File: src/sfpi_defines.svh
`ifndef SFPI_DEFINES_SVH
`define SFPI_DEFINES_SVH

// Bus timing in nanoseconds and derived cycle counts at 125 MHz.
`define SFPI_CLK_NS 8
`define SFPI_STROBE_NS 40
`define SFPI_STROBE_CYC ((`SFPI_STROBE_NS + `SFPI_CLK_NS - 1) / `SFPI_CLK_NS)
`define SFPI_SETUP_NS 16
`define SFPI_SETUP_CYC ((`SFPI_SETUP_NS + `SFPI_CLK_NS - 1) / `SFPI_CLK_NS)
`define SFPI_READ_NS 96
`define SFPI_READ_CYC ((`SFPI_READ_NS + `SFPI_CLK_NS - 1) / `SFPI_CLK_NS)
// Longest gap between byte loads; rounded down so the window is never missed.
`define SFPI_WINDOW_NS 150000
`define SFPI_WINDOW_CYC (`SFPI_WINDOW_NS / `SFPI_CLK_NS)
// Poll budget before giving up, in cycles (20 ms).
`define SFPI_POLL_MAX_CYC 2500000
// Field positions.
`define SFPI_POLL_BIT 7
`define SFPI_TOGGLE_BIT 6
`define SFPI_SECTOR_LSB 8

`endif

File: src/sfpi_pkg.sv
package sfpi_pkg;
  typedef enum logic [1:0] {
    SFPI_OP_READ,
    SFPI_OP_LOAD,
    SFPI_OP_POLL
  } sfpi_op_t;

  // One request from the user side.
  typedef struct packed {
    sfpi_op_t op;
    logic [17:0] addr;
    logic [7:0] data;
  } sfpi_req_t;

  // Pins driven toward the flash.
  typedef struct packed {
    logic chip_select_n;
    logic output_enable_n;
    logic write_strobe_n;
    logic [17:0] address_lines;
    logic [7:0] data_out;
    logic data_oe;
  } sfpi_pins_t;
endpackage : sfpi_pkg

File: src/sfpi_sync.sv
`timescale 1ns/10ps
// Two-flop synchroniser for the incoming data lines.
module sfpi_sync #(
  parameter int W = 8
) (
  input wire logic i_sys_clk,
  input wire logic i_rst_n,
  input wire logic [W-1:0] i_async,
  output logic [W-1:0] o_sync
);
  logic [W-1:0] meta_r;

  // First stage feeds only the second stage.
  always_ff @(posedge i_sys_clk or negedge i_rst_n) begin
    if (!i_rst_n) begin
      meta_r <= '0;
      o_sync <= '0;
    end else begin
      meta_r <= i_async;
      o_sync <= meta_r;
    end
  end
endmodule : sfpi_sync

File: src/sfpi_host.sv
`timescale 1ns/10ps
`include "sfpi_defines.svh"
// Operation
// RULE_01: Reads drive chip select and output enable low, write strobe high.
// RULE_02: Device floats data when select or output enable is high; the flash model drives the inverse of its last read byte instead.
// RULE_03: Loads pulse write strobe low with select low, output enable high.
// RULE_04: Device latches address on the later falling edge.
// RULE_05: Device latches data on the earlier rising edge.
// RULE_06: Host loads every byte of any sector it changes.
// RULE_07: Next load starts within 150 us, else programming begins.
// RULE_08: Sector address bits stay valid at each falling strobe.
// RULE_09: Byte addresses within a sector may load in any order.
// RULE_10: Device latches data internally, then erases and programs itself.
// RULE_11: Polling last byte returns inverted top data bit while busy.
// RULE_12: Host starts no access until end of program is seen.
// RULE_13: Three command writes enable write protection; shipped disabled.
// RULE_14: Under protection, each program cycle opens with the command bytes.
// RULE_15: Protection persists until its disable command, across power cycles.
// RULE_16: Unprotected write under protection runs timers, stores nothing.
// RULE_17: Command bytes use the same load timing and window.
// RULE_18: Device blocks programming at low supply and 5 ms after.
// RULE_19: Device starts no program with output enable low or strobes high.
// RULE_20: Device ignores strobe pulses shorter than about 15 ns.
// RULE_21: Identification mode returns maker and device codes both ways.
// RULE_22: After programming, reads return true data on all lines.
// RULE_23: Toggle bit flips on successive reads while busy.
// RULE_24: Locked boot blocks refuse erase and program.
// RULE_25: Protection sequence addresses and data come from the user.
module sfpi_host #(
  parameter int STROBE_CYC = `SFPI_STROBE_CYC,
  parameter int SETUP_CYC = `SFPI_SETUP_CYC,
  parameter int READ_CYC = `SFPI_READ_CYC,
  parameter int WINDOW_CYC = `SFPI_WINDOW_CYC,
  parameter int POLL_MAX_CYC = `SFPI_POLL_MAX_CYC
) (
  input wire logic i_sys_clk,
  input wire logic i_rst_n,
  input wire logic i_req_valid,
  input wire sfpi_pkg::sfpi_req_t i_req,
  output logic o_req_ready,
  output logic o_rsp_valid,
  output logic [7:0] o_rsp_data,
  output logic o_rsp_timeout,
  output logic o_window_lapsed,
  output sfpi_pkg::sfpi_pins_t o_pins,
  input wire logic [7:0] i_data_lines
);
  import sfpi_pkg::*;

  typedef enum logic [2:0] {
    SFPI_IDLE,
    SFPI_SETUP,
    SFPI_STROBE,
    SFPI_HOLD,
    SFPI_READ,
    SFPI_GAP
  } sfpi_state_t;

  localparam int CW = 24;
  localparam logic [CW-1:0] STROBE_C = CW'(STROBE_CYC);
  localparam logic [CW-1:0] SETUP_C = CW'(SETUP_CYC);
  localparam logic [CW-1:0] READ_C = CW'(READ_CYC);
  localparam logic [CW-1:0] WINDOW_C = CW'(WINDOW_CYC);
  localparam logic [CW-1:0] POLL_C = CW'(POLL_MAX_CYC);

  sfpi_state_t state_r;
  sfpi_req_t req_r;
  logic [CW-1:0] cnt_r;
  logic [CW-1:0] win_r;
  logic [CW-1:0] poll_r;
  logic window_open_r;
  logic [7:0] data_sync;
  logic [7:0] prev_r;
  logic have_prev_r;

  sfpi_sync #(.W(8)) u_sync (
    .i_sys_clk(i_sys_clk),
    .i_rst_n(i_rst_n),
    .i_async(i_data_lines),
    .o_sync(data_sync)
  );

  // New requests only when idle; poll requests wait out nothing else.
  // RULE_13 RULE_14 RULE_25 command codes: the user issues protection bytes as loads.
  assign o_req_ready = (state_r == SFPI_IDLE);

  // Access sequencer for reads, byte loads and polling reads.
  always_ff @(posedge i_sys_clk or negedge i_rst_n) begin
    if (!i_rst_n) begin
      state_r <= SFPI_IDLE;
      req_r <= '0;
      cnt_r <= '0;
    end else begin
      case (state_r)
        SFPI_IDLE: begin
          if (i_req_valid) begin
            req_r <= i_req;
            cnt_r <= SETUP_C;
            state_r <= SFPI_SETUP;
          end
        end
        SFPI_SETUP: begin
          if (cnt_r > CW'(1)) begin
            cnt_r <= cnt_r - CW'(1);
          end else if (req_r.op == SFPI_OP_LOAD) begin
            cnt_r <= STROBE_C;
            state_r <= SFPI_STROBE;
          end else begin
            cnt_r <= READ_C;
            state_r <= SFPI_READ;
          end
        end
        SFPI_STROBE: begin
          if (cnt_r > CW'(1)) begin
            cnt_r <= cnt_r - CW'(1);
          end else begin
            cnt_r <= SETUP_C;
            state_r <= SFPI_HOLD;
          end
        end
        SFPI_HOLD, SFPI_GAP: begin
          if (cnt_r > CW'(1)) begin
            cnt_r <= cnt_r - CW'(1);
          end else begin
            state_r <= SFPI_IDLE;
          end
        end
        SFPI_READ: begin
          if (cnt_r > CW'(1)) begin
            cnt_r <= cnt_r - CW'(1);
          end else begin
            cnt_r <= SETUP_C;
            state_r <= SFPI_GAP;
          end
        end
        default: state_r <= SFPI_IDLE;
      endcase
    end
  end

  // Pin drive; chip select is the steady enable and write strobe the pulse.
  always_ff @(posedge i_sys_clk or negedge i_rst_n) begin
    if (!i_rst_n) begin
      o_pins <= '{chip_select_n: 1'b1, output_enable_n: 1'b1, write_strobe_n: 1'b1,
                  address_lines: '0, data_out: '0, data_oe: 1'b0};
    end else begin
      // RULE_08 sector address: held from the request for the whole access.
      o_pins.address_lines <= req_r.addr;
      // RULE_06 RULE_17 load path: every data or command byte is one ordinary load.
      o_pins.data_out <= req_r.data;
      // RULE_03 load strobe shape: output enable stays high during loads.
      o_pins.write_strobe_n <= !(state_r == SFPI_SETUP && cnt_r == CW'(1)
                                 && req_r.op == SFPI_OP_LOAD)
                               && !(state_r == SFPI_STROBE && cnt_r > CW'(1));
      o_pins.data_oe <= (req_r.op == SFPI_OP_LOAD) &&
                        (state_r == SFPI_SETUP || state_r == SFPI_STROBE);
      // RULE_01 read enables: select falls one cycle before output enable and rises one cycle after it.
      o_pins.output_enable_n <= !(req_r.op != SFPI_OP_LOAD &&
                                  (state_r == SFPI_SETUP && cnt_r == CW'(1) ||
                                   state_r == SFPI_READ && cnt_r > CW'(1)));
      o_pins.chip_select_n <= !(state_r == SFPI_SETUP || state_r == SFPI_STROBE ||
                                state_r == SFPI_READ || state_r == SFPI_HOLD)
                              || (state_r == SFPI_IDLE);
    end
  end

  // RULE_07 load window: warns when the 150 us gap after a load has passed.
  always_ff @(posedge i_sys_clk or negedge i_rst_n) begin
    if (!i_rst_n) begin
      win_r <= '0;
      window_open_r <= 1'b0;
      o_window_lapsed <= 1'b0;
    end else begin
      o_window_lapsed <= 1'b0;
      if (state_r == SFPI_STROBE && cnt_r == CW'(1)) begin
        win_r <= WINDOW_C;
        window_open_r <= 1'b1;
      end else if (window_open_r) begin
        if (win_r > CW'(1)) begin
          win_r <= win_r - CW'(1);
        end else begin
          window_open_r <= 1'b0;
          o_window_lapsed <= 1'b1;
        end
      end
    end
  end

  // RULE_12 completion detect: poll ends on matching top bit and steady toggle bit.
  always_ff @(posedge i_sys_clk or negedge i_rst_n) begin
    if (!i_rst_n) begin
      o_rsp_valid <= 1'b0;
      o_rsp_data <= '0;
      o_rsp_timeout <= 1'b0;
      prev_r <= '0;
      have_prev_r <= 1'b0;
      poll_r <= '0;
    end else begin
      o_rsp_valid <= 1'b0;
      o_rsp_timeout <= 1'b0;
      if (state_r == SFPI_IDLE && i_req_valid && i_req.op == SFPI_OP_POLL &&
          !have_prev_r) begin
        poll_r <= '0;
      end
      if (state_r == SFPI_READ && cnt_r == CW'(1)) begin
        o_rsp_data <= data_sync;
        if (req_r.op == SFPI_OP_READ) begin
          o_rsp_valid <= 1'b1;
          have_prev_r <= 1'b0;
        end else begin
          // RULE_11 poll bit: done when bit 7 equals bit 7 of the poll request's data.
          // RULE_23 toggle bit: done when bit 6 stops changing.
          if (have_prev_r &&
              data_sync[`SFPI_POLL_BIT] == req_r.data[`SFPI_POLL_BIT] &&
              data_sync[`SFPI_TOGGLE_BIT] == prev_r[`SFPI_TOGGLE_BIT]) begin
            o_rsp_valid <= 1'b1;
            have_prev_r <= 1'b0;
          end else if (poll_r >= POLL_C) begin
            o_rsp_valid <= 1'b1;
            o_rsp_timeout <= 1'b1;
            have_prev_r <= 1'b0;
          end else begin
            have_prev_r <= 1'b1;
          end
          prev_r <= data_sync;
        end
      end
      if (have_prev_r && poll_r < POLL_C) begin
        poll_r <= poll_r + CW'(1);
      end
    end
  end

  // RULE_03 no overlap: output enable never low while write strobe is low.
  a_load_oe_high: assert property (@(posedge i_sys_clk) disable iff (!i_rst_n)
    !o_pins.write_strobe_n |-> o_pins.output_enable_n)
    else $error("output enable low during a write strobe");
  // RULE_01 read select: output enable low only with select low, strobe high.
  a_read_select: assert property (@(posedge i_sys_clk) disable iff (!i_rst_n)
    !o_pins.output_enable_n |-> !o_pins.chip_select_n && o_pins.write_strobe_n)
    else $error("read enables without select");
  // RULE_02 no contention: host never drives while output enable is low.
  a_no_contention: assert property (@(posedge i_sys_clk) disable iff (!i_rst_n)
    o_pins.data_oe |-> o_pins.output_enable_n)
    else $error("host drives data during a read");
  // RULE_20 strobe width: a write strobe lasts more than one cycle.
  a_strobe_width: assert property (@(posedge i_sys_clk) disable iff (!i_rst_n)
    $fell(o_pins.write_strobe_n) |=> !o_pins.write_strobe_n)
    else $error("write strobe too short");
  // RULE_05 data held: data driven until the strobe has risen.
  a_data_hold: assert property (@(posedge i_sys_clk) disable iff (!i_rst_n)
    $rose(o_pins.write_strobe_n) |-> o_pins.data_oe && !o_pins.chip_select_n)
    else $error("data dropped before strobe rise");
  // RULE_04 address valid: address steady across a low strobe.
  a_addr_steady: assert property (@(posedge i_sys_clk) disable iff (!i_rst_n)
    !o_pins.write_strobe_n && !$past(o_pins.write_strobe_n) |-> $stable(o_pins.address_lines))
    else $error("address moved during a strobe");
  // RULE_07 window start: each completed load arms the gap timer.
  a_window_arm: assert property (@(posedge i_sys_clk) disable iff (!i_rst_n)
    $rose(o_pins.write_strobe_n) |-> window_open_r)
    else $error("load window not armed");
  // RULE_12 busy gate: a new request is offered only once the bus is quiet.
  a_busy_gate: assert property (@(posedge i_sys_clk) disable iff (!i_rst_n)
    o_req_ready |-> o_pins.output_enable_n && o_pins.write_strobe_n)
    else $error("request offered while a strobe is active");
endmodule : sfpi_host

File: config.mk
export PLATFORM = sky130hd
export DESIGN_NAME = sfpi_host
export DESIGN_NICKNAME = d
export VERILOG_FILES = /design/src/sfpi_pkg.sv /design/src/sfpi_sync.sv /design/src/sfpi_host.sv
export VERILOG_INCLUDE_DIRS = /design/src
export SDC_FILE = /design/constraint.sdc
export NUM_CORES = 1
export LEC_CHECK = 0
export BUFFER_PORTS_ARGS = -buffer_cell sky130_fd_sc_hd__buf_2
export CAP_MARGIN = 20
export CORE_UTILIZATION = 40
export CTS_BUF_LIST = sky130_fd_sc_hd__clkbuf_4 sky130_fd_sc_hd__clkbuf_8
export DETAILED_ROUTE_END_ITERATION = 10
export PLACE_DENSITY_LB_ADDON = 0.05
export SYNTH_ARGS = -nofsm -noshare
export SYNTH_HDL_FRONTEND = slang
export SYNTH_HIERARCHICAL = 1
export SYNTH_SLANG_ARGS = --single-unit
File: constraint.sdc
create_clock -name i_sys_clk -period 2.6 [get_ports i_sys_clk]
set_clock_uncertainty 0.1 [all_clocks]
set_input_delay 0.52 -clock i_sys_clk [delete_from_list [all_inputs] [get_ports i_sys_clk]]
set_output_delay 0.52 -clock i_sys_clk [all_outputs]
set_load 0.05 [all_outputs]
* Word-level counts from Yosys, hierarchy flattened
Index checks and enable logic that the tools add are counted.
** Word-level totals
- Bits in registers :: 169
- Output and inout bits :: 42
- Input bits :: 39
** Operators by class
- Mux-type cells :: 34
- Magnitude comparators :: 4
- Add/subtract/negate cells :: 3
- Bitwise logic cells :: 1
- Eq/ne operators :: 17
- Reductions and logical operators :: 38
** Operators by type and width (number)
- two-way mux 24 bit :: 9
- one-hot mux 24 bit (4 select lines) :: 1
- > comparator 24 x 1 -> 1 bit (second input constant) :: 2
- subtractor 24 x 1 -> 24 bit (second input constant) :: 2
- adder 24 x 1 -> 24 bit (second input constant) :: 1
- equality test 24 x 1 -> 1 bit (second input constant) :: 1
- greater-or-equal comparator 24 x 22 -> 1 bit (second input constant) :: 1
- less-than comparator 24 x 22 -> 1 bit (second input constant) :: 1
- two-way mux 3 bit :: 6
- two-way mux 1 bit :: 16
- logical AND 1 bit :: 15
- one-hot mux 3 bit (5 select lines) :: 1
- != test 2 bit (second input constant) :: 6
- equality test 3 x 2 -> 1 bit (second input constant) :: 2
- equality test 3 bit (second input constant) :: 2
- AND reduction 2 bit :: 3
- nonzero test 2 bit :: 3
- logical NOT 1 bit :: 5
- logical OR 1 bit :: 5
- AND reduction 5 bit :: 1
- two-way mux 4 bit :: 1
- nonzero test 4 bit :: 1
- OR reduction 2 bit :: 2
- equality test 3 x 1 -> 1 bit (second input constant) :: 1
- 8 further kinds :: 9

* Logic depth before layout (Yosys ltp)
- Depth after elaboration :: 6
- Gate-level depth with buffers :: 9
- Depth with buffers taken out :: 8

* By module
Netlist, hierarchy kept.
** By module, submodules not included
- sfpi_host :: area an instance 6611.3 µm², instances 1, cells an instance 605, sequential area each 3682.3 µm²
- sfpi_sync :: area an instance 400.4 µm², instances 1, cells an instance 16, sequential area each 400.4 µm²

* Least setup slack after synthesis
No wires, ideal clock.
- Path kind :: register to register
- Start :: reg state_r[0]
- End :: reg req_r[19] in the netlist's numbering
- Path slack :: -592 ps
- Arrival time :: 2967 ps
- Data required time :: 2375 ps
- Stages on the path, launching flop included :: 6
- Period minus slack after synthesis :: 3192 ps
- Path through :: dfrtp_1 nor3_1 and2_1 clkbuf_1 clkbuf_1 mux2_2
** Between the ends
- Word-level cells in the longest chain between the ends :: 2
** Ends and longest elaborated chain
- from (decl) :: line sfpi_host.sv:66 : sfpi_state_t state_r;
- from (signal assigned) :: line sfpi_host.sv:90 : state_r <= SFPI_IDLE;
- from (signal assigned) :: line sfpi_host.sv:99 : state_r <= SFPI_SETUP;
- from (signal assigned) :: line sfpi_host.sv:107 : state_r <= SFPI_STROBE;
- logical NOT 3 bit
- net o_req_ready :: line sfpi_host.sv:40 : output logic o_req_ready,
- AND reduction 2 bit (no source line)
- to (signal assigned) :: line sfpi_host.sv:97 : req_r <= i_req;
- to (decl) :: line sfpi_host.sv:67 : sfpi_req_t req_r;
The timed path passes the listed nets, and every way through them passes these cells.
A chain may end at the register's enable or synchronous reset.

* Final worst setup path
- Start :: reg cnt_r[6]
- End :: reg cnt_r[8]
** Between the ends
- Word-level cells in the longest chain between the ends :: 3
- Elaborated cells between the ends (all ways) :: 8
- Classes of those cells :: add/sub (1); order compare (1); eq/ne (1); mux (4); reduce/logical (1)
** Ends and longest elaborated chain
- from (decl) :: line sfpi_host.sv:68 : logic [CW-1:0] cnt_r;
- from (signal assigned) :: line sfpi_host.sv:104 : cnt_r <= cnt_r - CW'(1);
- from (signal assigned) :: line sfpi_host.sv:115 : cnt_r <= cnt_r - CW'(1);
- from (signal assigned) :: line sfpi_host.sv:123 : cnt_r <= cnt_r - CW'(1);
- subtractor 24 x 1 -> 24 bit / > comparator 24 x 1 -> 1 bit (equally long branches)
- two-way mux 24 bit (tied with other cells) :: line sfpi_host.sv:114, sfpi_host.sv:129
- one-hot mux 24 bit (4 select lines) / AND reduction 3 bit (equally long branches)
Parallel ways exist; a longest one is shown, timed or not. The select of a mux whose other input is x is not followed.

==> impl_metrics.tcl <==
set metrics [dict create \
    yosysTopAreaCell "dfrtp_1" \
    place_area_um2 8020 \
    wl_per_cell_um 14.85 \
    worstSetupPathType "reg -> reg" \
    cts_buffers 17 \
    clock_latency_ps 470 \
    antenna_cells 0 \
    gp_congestion 0.8387 \
    ant_nets 0 \
    synthCells 621 \
    final_area_um2 8497 \
    rsz0062_at_grt "false" \
    nNetsFinal 792 \
    hold_path.class "in -> reg" \
    grt_max_degree 44 \
    synthTopCellsByCount "dfrtp_1 (160), nor2_1 (64), nand2_1 (56)" \
    seq_area_frac_synth_pct 58.23 \
    coreArea_um2 17240 \
    pin_count 81 \
    cts-htree-levels 4 \
    initial_core_util_pct 40.68 \
    status "finished, final reports clean" \
    hold_viol 0 \
    drt-total-wl_um 14630 \
    slew_headroom_pct 64.22 \
    cp.arrival_ps 2720 \
    setup-tns-final_ps 0 \
    die_h_um 134.4 \
    finish.utilization_pct 49.30 \
    critPathLaunchType "flip-flop" \
    drtPass1Iterations 7 \
    drv_slew 0 \
    cts-root-buf "clkbuf_8" \
    yosysMostFrequentCell "dfrtp_1" \
    num_vias 5056 \
    dieArea_um2 18060 \
    synth_enable_flop_cells 0 \
    finalPower_mw 8.612 \
    p_leak_nw 3.982 \
    fin_crit_ps 2455 \
    drive_above_1_share_pct 29.34 \
    worstSetupEndpointType "flip-flop" \
    fin_crit_sh_pct 94.40 \
    hpwl_um 10490 \
    grt_overflow 0 \
    ir_worst_vdd_mv 0.4675 \
    crit_fanout 8 \
    cts_tree "yes" \
    cts_buffer_depth 2 \
    worst_pin_slew_ps 535.0 \
    power.density_nw_per_um2 1014 \
    synthesis.area_um2 7012 \
    cts_setup_buffers 0 \
    clock_sinks 163 \
    io_buffers 80 \
    drc 0 \
    ys_types 58 \
    grt_usage_pct 17.50 \
    setup_viol 0 \
    synth_flop_cell "dfrtp_1" \
    synth.area.top_cells "dfrtp_1 (57%), mux2_2 (5.9%), xor2_1 (3.7%), nor2_1 (3.4%), nand2_1 (3.0%)" \
    synthesis.nets 666 \
    synth.top_cell.area_share_pct 57.10 \
    grt_pass1_vias 5038 \
    syn2layout_area_growth_pct 21.18 \
    synth-async-reset-ratio_pct 100.0 \
    antenna_found_initial 0 \
    grt_pass1_wl_um 24780 \
    die_w_um 134.4 \
    drt-vias-per-instance 5.133 \
    worstPathRequired_ps 2870 \
    drtIter0Drc 257 \
    yosys_warnings 6 \
    clk_pin_slew_ps 110 \
    max_cap_violations 0 \
    synth_area_per_cell_um2 11.29 \
    ys_ff_latch 163 \
    max_clock_freq_ghz 0.4074 \
    rows 48 \
]
[layout by cell type, fill, tap and decap left out, drive strengths merged, types with 10 or more instances in the layout]
cell type / instances
nor4: 15
xor2: 30
inv: 20
clkbuf: 17
nor2: 68
o31ai: 13
o211ai: 10
mux2: 37
nand3: 24
o21ai: 35
buf: 124
nand2: 56
dfrtp: 160
nor3: 31
[layout make-up]
| class | instances | area [um^2] |
|---|---|---|
| fill | 1558 | 8740 |
| sequential | 163 | 4083 |
| multi-input combinational | 430 | 2840 |
| timing repair buffer | 125 | 809.5 |
| tap | 225 | 281.5 |
| clock buffer | 17 | 234.0 |
| clock inverter | 15 | 211.5 |
| inverter | 10 | 37.54 |
[power by group]
group          switching, mW  internal, mW  total (mW)
clock network           1.19         0.781        1.97
registers              0.554          3.29        3.85
logic                   1.79          1.01        2.80
total                   3.53          5.08        8.61
[per-stage QoR]
stage               std cells  setup slack (ps)  hold slack [ps]
floorplan                 621             150.4            124.4
global placement          952             147.5            235.2
detailed placement        952             107.6            238.5
CTS                       985             91.50            3.654
global route              985             9.403            2.176
finish                    985             145.5            42.16
[flip-flops by register name, summed over array words and instances (netlist names)]
| signal | count |
|---|---|
| o_pins | 30 |
| req_r | 28 |
| cnt_r | 24 |
| poll_r | 24 |
| win_r | 24 |
| o_rsp_data | 8 |
| u_sync/meta_r | 8 |
| u_sync/o_sync | 8 |
| state_r | 3 |
| have_prev_r | 1 |
| o_rsp_timeout | 1 |
| o_rsp_valid | 1 |
| o_window_lapsed | 1 |
| prev_r | 1 |
| window_open_r | 1 |
[final timing paths]
check | depth (start not counted) | endpoint | startpoint | slack, ps
worst max-delay path | 6 | cnt_r[8]$_DFFE_PN0P_ | cnt_r[6]$_DFFE_PN0P_ | 150
worst min register to register | 0 | u_sync/o_sync[3]$_DFF_PN0_ | u_sync/meta_r[3]$_DFF_PN0_ | 260
worst max register to register | 6 | cnt_r[8]$_DFFE_PN0P_ | cnt_r[6]$_DFFE_PN0P_ | 150
max in group asynchronous | 3 | o_rsp_data[2]$_DFFE_PN0P_ | i_rst_n | 1330
worst min-delay path | 1 | u_sync/meta_r[3]$_DFF_PN0_ | i_data_lines[3] | 40
min in group asynchronous | 2 | o_pins[23]$_DFF_PN0_ | i_rst_n | 420
[metal layers]
layer  part of all wire [%]  wire [um]  up-vias  GRT usage (%)
met2                     49       7156       68          28.30
li1                       -          -     2472              -
met1                     46       6742     2499          22.91
met4                    1.6        230        0          6.804
met3                    3.4        503       17          3.930
met5                      0          0        -              0
[cell families after synthesis]
kind of cell	after synthesis	share of synthesized area, %
compound gates	92	8.672
xor+xnor	39	4.872
fa+ha+maj	6	1.071
buf+inv	28	1.731
flops	163	58.23
mux	39	6.228
simple gates	254	19.20
[worst max-delay path, cell delays in order, from the launching register on]
cell and delay, ps:
dfrtp_1 430, or4_4 590, a2111oi_2 430, nor2_2 150, nor2_1 250, nor2_1 170, a22o_1 230
[repair_timing]
item                                    4_1_cts  5_1_grt
endpoints found under the hold margin        38        0
hold buffers                                  1        0
endpoints found under the setup margin        0       23
resized for setup                             0        7
Power figures use the tool's default switching activity.
